--- src/rtl/lspt_map.vh ---
// Purpose: constants of the light sensor parameter table
// Assumes: included by the table and its aligner only
// Notes: offsets are parameter indices, not bus addresses
`ifndef LSPT_MAP_VH
`define LSPT_MAP_VH

// Entry width and table size
`define LSPT_DW 8
`define LSPT_IW 5
`define LSPT_DEPTH 32

// Entry indices
`define LSPT_OFS_BUS_ADDR 5'h00
`define LSPT_OFS_CHAN_EN 5'h01
`define LSPT_OFS_LED_12 5'h02
`define LSPT_OFS_LED_3 5'h03
`define LSPT_OFS_PROX_ALIGN 5'h05
`define LSPT_OFS_AMB_ALIGN 5'h06
`define LSPT_OFS_LED_RECOVERY_TIME 5'h1C
`define LSPT_OFS_IR_COUNT 5'h1D
`define LSPT_OFS_IR_GAIN 5'h1E
`define LSPT_OFS_IR_MISC 5'h1F

// Writable bit masks, reserved bits held at zero
`define LSPT_MSK_BUS_ADDR 8'hFF
`define LSPT_MSK_CHAN_EN 8'hF7
`define LSPT_MSK_LED_12 8'h77
`define LSPT_MSK_LED_3 8'h07
`define LSPT_MSK_PROX_ALIGN 8'h70
`define LSPT_MSK_AMB_ALIGN 8'h30
`define LSPT_MSK_LED_RECOVERY_TIME 8'hFF
`define LSPT_MSK_IR_COUNT 8'h70
`define LSPT_MSK_IR_GAIN 8'hFF
`define LSPT_MSK_IR_MISC 8'h20
`define LSPT_MSK_NONE 8'h00

// Reset values
`define LSPT_RST_LED_12 8'h21
`define LSPT_RST_ZERO 8'h00
`define LSPT_BOOT_ADDR 8'h00

// Channel enable list bit positions
`define LSPT_EN_PROX1 0
`define LSPT_EN_PROX2 1
`define LSPT_EN_PROX3 2
`define LSPT_EN_VIS 4
`define LSPT_EN_IR 5
`define LSPT_EN_AUX 6
`define LSPT_UV_INDEX_ENABLE 7

// Alignment flag bit positions
`define LSPT_AL_PROX1 4
`define LSPT_AL_PROX2 5
`define LSPT_AL_PROX3 6
`define LSPT_AL_VIS 4
`define LSPT_AL_IR 5

// Driver mask fields
`define LSPT_LED_LO 2:0
`define LSPT_LED_HI 6:4
`define LSPT_LED_NONE 3'h0

// Measurement channel codes
`define LSPT_CH_PROX1 3'h0
`define LSPT_CH_PROX2 3'h1
`define LSPT_CH_PROX3 3'h2
`define LSPT_CH_VIS 3'h3
`define LSPT_CH_IR 3'h4
`define LSPT_CH_AUX 3'h5
`define LSPT_CH_UV 3'h6

// Conversion widths
`define LSPT_CONV_W 17
`define LSPT_RES_W 16

`endif

--- src/rtl/lspt_align.v ---
// Purpose: picks sixteen of the seventeen conversion bits
// Assumes: flag sampled at measurement start by the caller
// Notes: purely combinational, caller registers the result
`include "lspt_map.vh"

module lspt_align (
	// Raw conversion
	input wire [`LSPT_CONV_W-1:0] conv_data,
	// High when the low sixteen bits are wanted
	input wire low_align,
	// Selected word
	output wire [`LSPT_RES_W-1:0] aligned_word
);

	// Set flag keeps the low bits, clear flag drops the lsb
	assign aligned_word = low_align ? conv_data[`LSPT_RES_W-1:0] : conv_data[`LSPT_CONV_W-1:1];

endmodule // lspt_align

--- src/rtl/lspt_param_table.v ---
// Purpose: indirect parameter table with measurement snapshot
// Assumes: command logic and sequencer share clk_sys
// Notes: entries reachable only through the command port
`include "lspt_map.vh"

module lspt_param_table (
	// Clock and reset
	input wire clk_sys,
	input wire rst_b,
	// Parameter command port
	input wire cmd_valid,
	input wire cmd_write,
	input wire [7:0] cmd_offset,
	input wire [`LSPT_DW-1:0] cmd_wdata,
	output reg cmd_done,
	output reg [`LSPT_DW-1:0] cmd_rdata,
	// Address commit
	input wire address_commit_command,
	output reg [`LSPT_DW-1:0] bus_addr_active,
	// Measurement start from the sequencer
	input wire meas_start,
	input wire [2:0] meas_chan,
	output reg meas_go,
	output reg meas_skip,
	output reg [2:0] meas_led_drive,
	output reg meas_low_align,
	// Conversion in
	input wire conv_valid,
	input wire [`LSPT_CONV_W-1:0] conv_data,
	// Aligned result out
	output reg result_valid,
	output reg [2:0] result_chan,
	output reg [`LSPT_DW-1:0] result_high,
	output reg [`LSPT_DW-1:0] result_low
);

	// Writable bits of each entry, zero for unmapped slots
	function [`LSPT_DW-1:0] entry_mask;
		input [`LSPT_IW-1:0] idx;
		begin
			case (idx)
				`LSPT_OFS_BUS_ADDR: entry_mask = `LSPT_MSK_BUS_ADDR;
				`LSPT_OFS_CHAN_EN: entry_mask = `LSPT_MSK_CHAN_EN;
				`LSPT_OFS_LED_12: entry_mask = `LSPT_MSK_LED_12;
				`LSPT_OFS_LED_3: entry_mask = `LSPT_MSK_LED_3;
				`LSPT_OFS_PROX_ALIGN: entry_mask = `LSPT_MSK_PROX_ALIGN;
				`LSPT_OFS_AMB_ALIGN: entry_mask = `LSPT_MSK_AMB_ALIGN;
				`LSPT_OFS_LED_RECOVERY_TIME: entry_mask = `LSPT_MSK_LED_RECOVERY_TIME;
				`LSPT_OFS_IR_COUNT: entry_mask = `LSPT_MSK_IR_COUNT;
				`LSPT_OFS_IR_GAIN: entry_mask = `LSPT_MSK_IR_GAIN;
				`LSPT_OFS_IR_MISC: entry_mask = `LSPT_MSK_IR_MISC;
				default: entry_mask = `LSPT_MSK_NONE;
			endcase
		end
	endfunction

	// Reset value of each entry
	function [`LSPT_DW-1:0] entry_reset;
		input [`LSPT_IW-1:0] idx;
		begin
			case (idx)
				`LSPT_OFS_LED_12: entry_reset = `LSPT_RST_LED_12;
				default: entry_reset = `LSPT_RST_ZERO;
			endcase
		end
	endfunction

	// Table storage, one byte per index
	reg [`LSPT_DW-1:0] param_mem [0:`LSPT_DEPTH-1];

	// Offset beyond the table
	wire offset_high;
	// Index into the table
	wire [`LSPT_IW-1:0] cmd_idx;
	// Write strobe for this cycle
	wire table_write;

	assign offset_high = |cmd_offset[7:`LSPT_IW];
	assign cmd_idx = cmd_offset[`LSPT_IW-1:0];
	assign table_write = cmd_valid & cmd_write & ~offset_high;

	// One clocked process per entry, masked writes keep reserved zero
	genvar g;
	generate
		for (g = 0; g < `LSPT_DEPTH; g = g + 1) begin : g_entry
			// Constant mask and reset of this slot
			localparam integer GIDX = g;
			localparam [`LSPT_IW-1:0] IDX = GIDX[`LSPT_IW-1:0];
			localparam [`LSPT_DW-1:0] MSK = entry_mask(IDX);
			localparam [`LSPT_DW-1:0] RST = entry_reset(IDX);
			always @(posedge clk_sys) begin
				if (!rst_b) begin
					param_mem[g] <= RST & MSK;
				end else if (table_write && (cmd_idx == IDX)) begin
					param_mem[g] <= cmd_wdata & MSK;
				end
			end
		end
	endgenerate

	// Read value for the command, zero outside the table
	reg [`LSPT_DW-1:0] next_rdata;

	always @* begin
		if (offset_high) begin
			next_rdata = `LSPT_RST_ZERO;
		end else if (cmd_write) begin
			// Write answers with what was kept
			next_rdata = cmd_wdata & entry_mask(cmd_idx);
		end else begin
			next_rdata = param_mem[cmd_idx];
		end
	end

	// Command answer, one cycle after the request
	always @(posedge clk_sys) begin
		if (!rst_b) begin
			cmd_done <= 1'b0;
			cmd_rdata <= `LSPT_RST_ZERO;
		end else begin
			cmd_done <= cmd_valid;
			if (cmd_valid) begin
				cmd_rdata <= next_rdata;
			end
		end
	end

	// Active bus address follows the table only on commit
	always @(posedge clk_sys) begin
		if (!rst_b) begin
			bus_addr_active <= `LSPT_BOOT_ADDR;
		end else if (address_commit_command) begin
			bus_addr_active <= param_mem[`LSPT_OFS_BUS_ADDR];
		end
	end

	// Named views of the table
	wire [`LSPT_DW-1:0] chan_enable_list;
	wire [`LSPT_DW-1:0] led_first_second;
	wire [`LSPT_DW-1:0] led_third;
	wire [`LSPT_DW-1:0] prox_align;
	wire [`LSPT_DW-1:0] amb_align;

	assign chan_enable_list = param_mem[`LSPT_OFS_CHAN_EN];
	assign led_first_second = param_mem[`LSPT_OFS_LED_12];
	assign led_third = param_mem[`LSPT_OFS_LED_3];
	assign prox_align = param_mem[`LSPT_OFS_PROX_ALIGN];
	assign amb_align = param_mem[`LSPT_OFS_AMB_ALIGN];

	// Channel enables by meaning
	wire uv_index_enable;
	wire auxiliary_enable;
	wire ambient_infrared_enable;
	wire ambient_visible_enable;
	wire proximity_one_enable;
	wire proximity_two_enable;
	wire proximity_three_enable;

	assign uv_index_enable = chan_enable_list[`LSPT_UV_INDEX_ENABLE];
	assign auxiliary_enable = chan_enable_list[`LSPT_EN_AUX];
	assign ambient_infrared_enable = chan_enable_list[`LSPT_EN_IR];
	assign ambient_visible_enable = chan_enable_list[`LSPT_EN_VIS];
	assign proximity_one_enable = chan_enable_list[`LSPT_EN_PROX1];
	assign proximity_two_enable = chan_enable_list[`LSPT_EN_PROX2];
	assign proximity_three_enable = chan_enable_list[`LSPT_EN_PROX3];

	// Driver masks per proximity measurement
	wire [2:0] proximity_one_driver_mask;
	wire [2:0] proximity_two_driver_mask;
	wire [2:0] proximity_three_driver_mask;

	assign proximity_one_driver_mask = led_first_second[`LSPT_LED_LO];
	assign proximity_two_driver_mask = led_first_second[`LSPT_LED_HI];
	assign proximity_three_driver_mask = led_third[`LSPT_LED_LO];

	// Alignment flags by meaning
	wire proximity_one_low_align;
	wire proximity_two_low_align;
	wire proximity_three_low_align;
	wire ambient_infrared_low_align;
	wire ambient_visible_low_align;

	assign proximity_one_low_align = prox_align[`LSPT_AL_PROX1];
	assign proximity_two_low_align = prox_align[`LSPT_AL_PROX2];
	assign proximity_three_low_align = prox_align[`LSPT_AL_PROX3];
	assign ambient_infrared_low_align = amb_align[`LSPT_AL_IR];
	assign ambient_visible_low_align = amb_align[`LSPT_AL_VIS];

	// Per-channel decode of enable, drive and alignment
	reg next_enabled;
	reg [2:0] next_drive;
	reg next_align;

	always @* begin
		next_enabled = 1'b0;
		next_drive = `LSPT_LED_NONE;
		next_align = 1'b0;
		case (meas_chan)
			`LSPT_CH_PROX1: begin
				next_enabled = proximity_one_enable;
				next_drive = proximity_one_driver_mask;
				next_align = proximity_one_low_align;
			end
			`LSPT_CH_PROX2: begin
				next_enabled = proximity_two_enable;
				next_drive = proximity_two_driver_mask;
				next_align = proximity_two_low_align;
			end
			`LSPT_CH_PROX3: begin
				next_enabled = proximity_three_enable;
				next_drive = proximity_three_driver_mask;
				next_align = proximity_three_low_align;
			end
			`LSPT_CH_VIS: begin
				next_enabled = ambient_visible_enable;
				next_align = ambient_visible_low_align;
			end
			`LSPT_CH_IR: begin
				next_enabled = ambient_infrared_enable;
				next_align = ambient_infrared_low_align;
			end
			`LSPT_CH_AUX: begin
				// No flag, upper sixteen reported
				next_enabled = auxiliary_enable;
			end
			`LSPT_CH_UV: begin
				next_enabled = uv_index_enable;
			end
			default: begin
				// Unused code is never measured
				next_enabled = 1'b0;
			end
		endcase
	end

	// Measurement in progress, waits for its conversion
	reg meas_busy;
	// Channel held for the running measurement
	reg [2:0] busy_chan;

	// Snapshot at start so host writes cannot disturb a measurement
	always @(posedge clk_sys) begin
		if (!rst_b) begin
			meas_go <= 1'b0;
			meas_skip <= 1'b0;
			meas_led_drive <= `LSPT_LED_NONE;
			meas_low_align <= 1'b0;
			meas_busy <= 1'b0;
			busy_chan <= `LSPT_CH_PROX1;
		end else begin
			meas_go <= 1'b0;
			meas_skip <= 1'b0;
			if (meas_start && !meas_busy) begin
				// Sampled settings
				meas_go <= next_enabled;
				meas_skip <= ~next_enabled;
				meas_busy <= next_enabled;
				busy_chan <= meas_chan;
				if (next_enabled) begin
					meas_led_drive <= next_drive;
					meas_low_align <= next_align;
				end
			end else if (meas_busy && conv_valid) begin
				// Drivers off once conversion is in
				meas_busy <= 1'b0;
				meas_led_drive <= `LSPT_LED_NONE;
			end
		end
	end

	// Sixteen bits picked by the sampled flag
	wire [`LSPT_RES_W-1:0] aligned_word;

	lspt_align u_align (
		.conv_data(conv_data),
		.low_align(meas_low_align),
		.aligned_word(aligned_word)
	);

	// Result bytes for the result registers of the channel
	always @(posedge clk_sys) begin
		if (!rst_b) begin
			result_valid <= 1'b0;
			result_chan <= `LSPT_CH_PROX1;
			result_high <= `LSPT_RST_ZERO;
			result_low <= `LSPT_RST_ZERO;
		end else begin
			result_valid <= meas_busy & conv_valid;
			if (meas_busy && conv_valid) begin
				// Aux and UV share the auxiliary bytes by channel code
				result_chan <= busy_chan;
				result_high <= aligned_word[`LSPT_RES_W-1:`LSPT_DW];
				result_low <= aligned_word[`LSPT_DW-1:0];
			end
		end
	end

endmodule // lspt_param_table

--- config.mk ---
export PLATFORM = sky130hd
export DESIGN_NAME = lspt_param_table
export DESIGN_NICKNAME = d
export VERILOG_FILES = /design/src/rtl/lspt_align.v /design/src/rtl/lspt_param_table.v
export VERILOG_INCLUDE_DIRS = /design/src /design/src/rtl
export SDC_FILE = /design/constraint.sdc
export NUM_CORES = 1
export LEC_CHECK = 0
export BUFFER_PORTS_ARGS = -buffer_cell sky130_fd_sc_hd__buf_2
export CELL_PAD_IN_SITES_DETAIL_PLACEMENT = 2
export CELL_PAD_IN_SITES_GLOBAL_PLACEMENT = 2
export CORE_MARGIN = 2
export CORE_UTILIZATION = 37
export CTS_CLUSTER_DIAMETER = 120
export DETAILED_ROUTE_END_ITERATION = 8
export PLACE_DENSITY_LB_ADDON = 0.1
export SLEW_MARGIN = 25
export SYNTH_ARGS = -nofsm -noshare
export SYNTH_HDL_FRONTEND = slang
export SYNTH_SLANG_ARGS = --single-unit
--- constraint.sdc ---
create_clock -name clk_sys -period 4.15 [get_ports clk_sys]
set_clock_uncertainty 0.1 [all_clocks]
set_input_delay 0.2075 -clock clk_sys [delete_from_list [all_inputs] [get_ports clk_sys]]
set_output_delay 0.2075 -clock clk_sys [all_outputs]
set_load 0.05 [all_outputs]
==> impl_metrics.toml <==
[critical_path]
cp_slowest_cell = "dfxtp_1"
critPathMaxFanout = 18
timing.rr.start = "param_mem[1][5]"
crit_arrival_ns = 1.69
crit_start = "meas_low_align"
critPathLaunchType = "flop"
slowest_delay_ns = 0.93
setup.worst_path.class = "flop to output port"
crit_family = "flip-flops"
reg2reg_to = "meas_led_drive[0]"
path_cells = "buf_2"
worstPathRequired_ns = 3.84
end_kind = "output port"
r2r_slack_ns = 2.37
reg2regPathDepth = 5
critPathBufInv = 1

[drt]
dr.pass1.iters = 4
viasPerCell = 5.537
via_count = 3732
dr.first_iter.drc_count = 287
wl_per_cell_um = 21.58
drc_errors = 0
postRouteAntennaNets = 0
routed_wl_um = 14540

[clocking]
clk_latency_ns = 0.35
clk_pin_slew_ns = 0.07
cts_max_level = 3
cts_root_buffer = "clkbuf_16"
clock_sinks = 96
cts_tree = "yes"
ctsHoldBuffers = 0
clockBufferDepth = 2
cts_setup_buffers = 0
post_cts_resized = 0
cts_made_buffers = 9

[final_layout]
regArea_um2 = 2412
design_area_um2 = 5346
final_nets = 570
fillers = 1318
drive_above_1_share_pct = 21.82
syn_to_final_growth_pct = 17.84
antenna_cells = 0
multi_input_area_um2 = 1962

[logic_synthesis]
synth_top_area_share_pct = 32.43
syn_area_um2 = 4537
synthArstFlopShare_pct = 0
ys_seq_area_share_pct = 53.17
yosysWarnings = 0
synth.distinct_cells = 50
syn_area_per_cell_um2 = 10.06
yosys-top-cells-area = "edfxtp_1, dfxtp_1, mux2i_1"
synth_edf_count = 49
dominantRegCellSynth = "edfxtp_1"
yosys.area.top_type = "edfxtp_1"
ys_ff_latch = 96
syn_nets = 499
syn_inst = 451

[sta]
tightest_slew_ns = 0.9202
setup_tns_ns = 0
period_needed_ns = 1.994
relSlewSlack_pct = 38.57
finalHoldViolCount = 0
rsz0062_at_grt = "false"
setup_viol = 0
final_max_slew_viol_count = 0
timing.final.crit_share_pct = 48.05
fmax_mhz = 501.5

[place]
hpwl_um = 10820
io_buffers = 85
detailed_place.area_um2 = 5044
gp_congestion = 0.8236

[hold_path]
hold-path-cell-count = 4
hold_class = "input port to flop"
hold-path-endpoint = "meas_busy"
min-delay-start = "conv_valid"

[die]
die_h_um = 114.7
core.rowCount = 40
start_util_pct = 37.77
core_area_um2 = 12010
pin_count = 86
design.die.area_um2 = 13160
die_w_um = 114.7

[grt]
grt_pass1_wl_um = 22950
antenna_found_initial = 0
overflow = 0
grt_usage_pct = 23.36
grt_max_degree = 36
grt_pass1_vias = 4011

[run_status]
status = "finished, final reports clean"

[flow_run]
maxCapViolations = 0

[pwr]
p_leak_uw = 0.002170
p_per_area_nw_per_um2 = 406.5
peakVddDrop_mv = 0.1739
-- sequential cells by signal, summed over array words and instances (netlist names) --
signal,flops
result_chan,3
cmd_done,1
busy_chan,3
result_high,8
result_valid,1
bus_addr_active,8
meas_busy,1
meas_low_align,1
result_low,8
cmd_rdata,8
meas_led_drive,3
meas_go,1
param_mem,49
meas_skip,1
-- cell usage after synthesis (3+ instances only) --
library cell / number
a211oi_1: 18
and3_1: 11
nand4_1: 9
nor2b_1: 10
mux2i_1: 37
mux4_2: 5
clkbuf_1: 17
nand2b_1: 3
ha_1: 5
nand3_1: 9
nor3_1: 3
inv_1: 13
buf_2: 5
a31oi_1: 4
and2_1: 18
edfxtp_1: 49
dfxtp_1: 47
nor2_1: 60
and4_1: 3
o21ai_0: 19
buf_1: 3
nand2_1: 58
a21oi_1: 15
-- per-stage QoR --
step | instances | hold WS [ns] | utilization (%) | total power (uW) | setup WS [ns]
finish | 674 | 0.07395 | 44.51 | 2174 | 2.156
global route | 674 | 0.08964 | 44.51 | 2265 | 2.056
CTS | 674 | 0.06846 | 44.51 | 2194 | 2.139
detailed placement | 658 | 0.3509 | 41.99 | 1362 | 1.872
global placement | 658 | 0.3452 | 41.98 | 1351 | 1.984
floorplan | 451 | 0.2435 | - | 1257 | 2.248
-- cells in the final DEF, fill, tap and decap left out, types with 2 or more instances in the layout --
cell type,synthesis,routed
a211oi_1,18,18
a21oi_1,15,15
a221oi_1,2,2
a31oi_1,4,4
a32oi_1,2,2
and2_1,18,17
and3_1,11,11
and4_1,3,3
buf_2,5,85
clkbuf_16,0,10
clkinv_4,0,3
dfxtp_1,47,47
edfxtp_1,49,49
ha_1,5,5
inv_1,13,13
mux2i_1,37,37
mux4_2,5,5
nand2_1,58,58
nand2b_1,3,3
nand3_1,9,9
nand4_1,9,9
nor2_1,60,60
nor2b_1,10,10
nor3_1,3,3
o2111ai_1,2,2
o21ai_0,19,19
-- cell type report --
class	instances	share of cell area, %
multi-input cells	315	36.70
repair buffers	86	8.097
inverters	14	0.9829
well taps	147	3.440
clock inverters	5	0.7255
flip-flops and latches	96	45.12
clock buffers	11	4.938
-- power breakdown --
| group | internal [uW] | switching, uW | leakage [uW] | total (uW) |
|---|---|---|---|---|
| clock network | 461 | 371 | 0.000147 | 832 |
| logic | 81.6 | 193 | 0.00117 | 275 |
| registers | 1040 | 28.8 | 0.000849 | 1070 |
-- per-layer routing --
layer	global-route usage, %	vias up	part of all wire [%]
li1	-	1767	-
met1	30.89	1841	45
met2	38.58	101	48
met3	3.110	23	4.5
met4	10.36	0	3.0
met5	0	-	0
-- worst max path at each step --
stage	cells after the start	slack, ns	to
final	1	2.16	meas_low_align
after global placement	6	1.98	param_mem[30][0]
after global routing	5	2.06	param_mem[2][5]
after detailed placement	6	1.87	param_mem[1][0]
after floorplan	4	2.25	result_high[0]
after CTS	1	2.14	meas_low_align
-- kinds of logic (layout without fill, tap and decap cells) --
| group | count (synthesis) | after routing | synth area share, % |
|---|---|---|---|
| AOI/OAI and AO/OA | 74 | 74 | 10.65 |
| adders and majority gates | 5 | 5 | 1.379 |
| buffers and inverters | 40 | 116 | 3.613 |
| DFF | 96 | 96 | 53.17 |
| muxes | 43 | 43 | 10.89 |
| and+or+nand+nor | 193 | 193 | 20.30 |
Power figures use the tool's default switching activity.
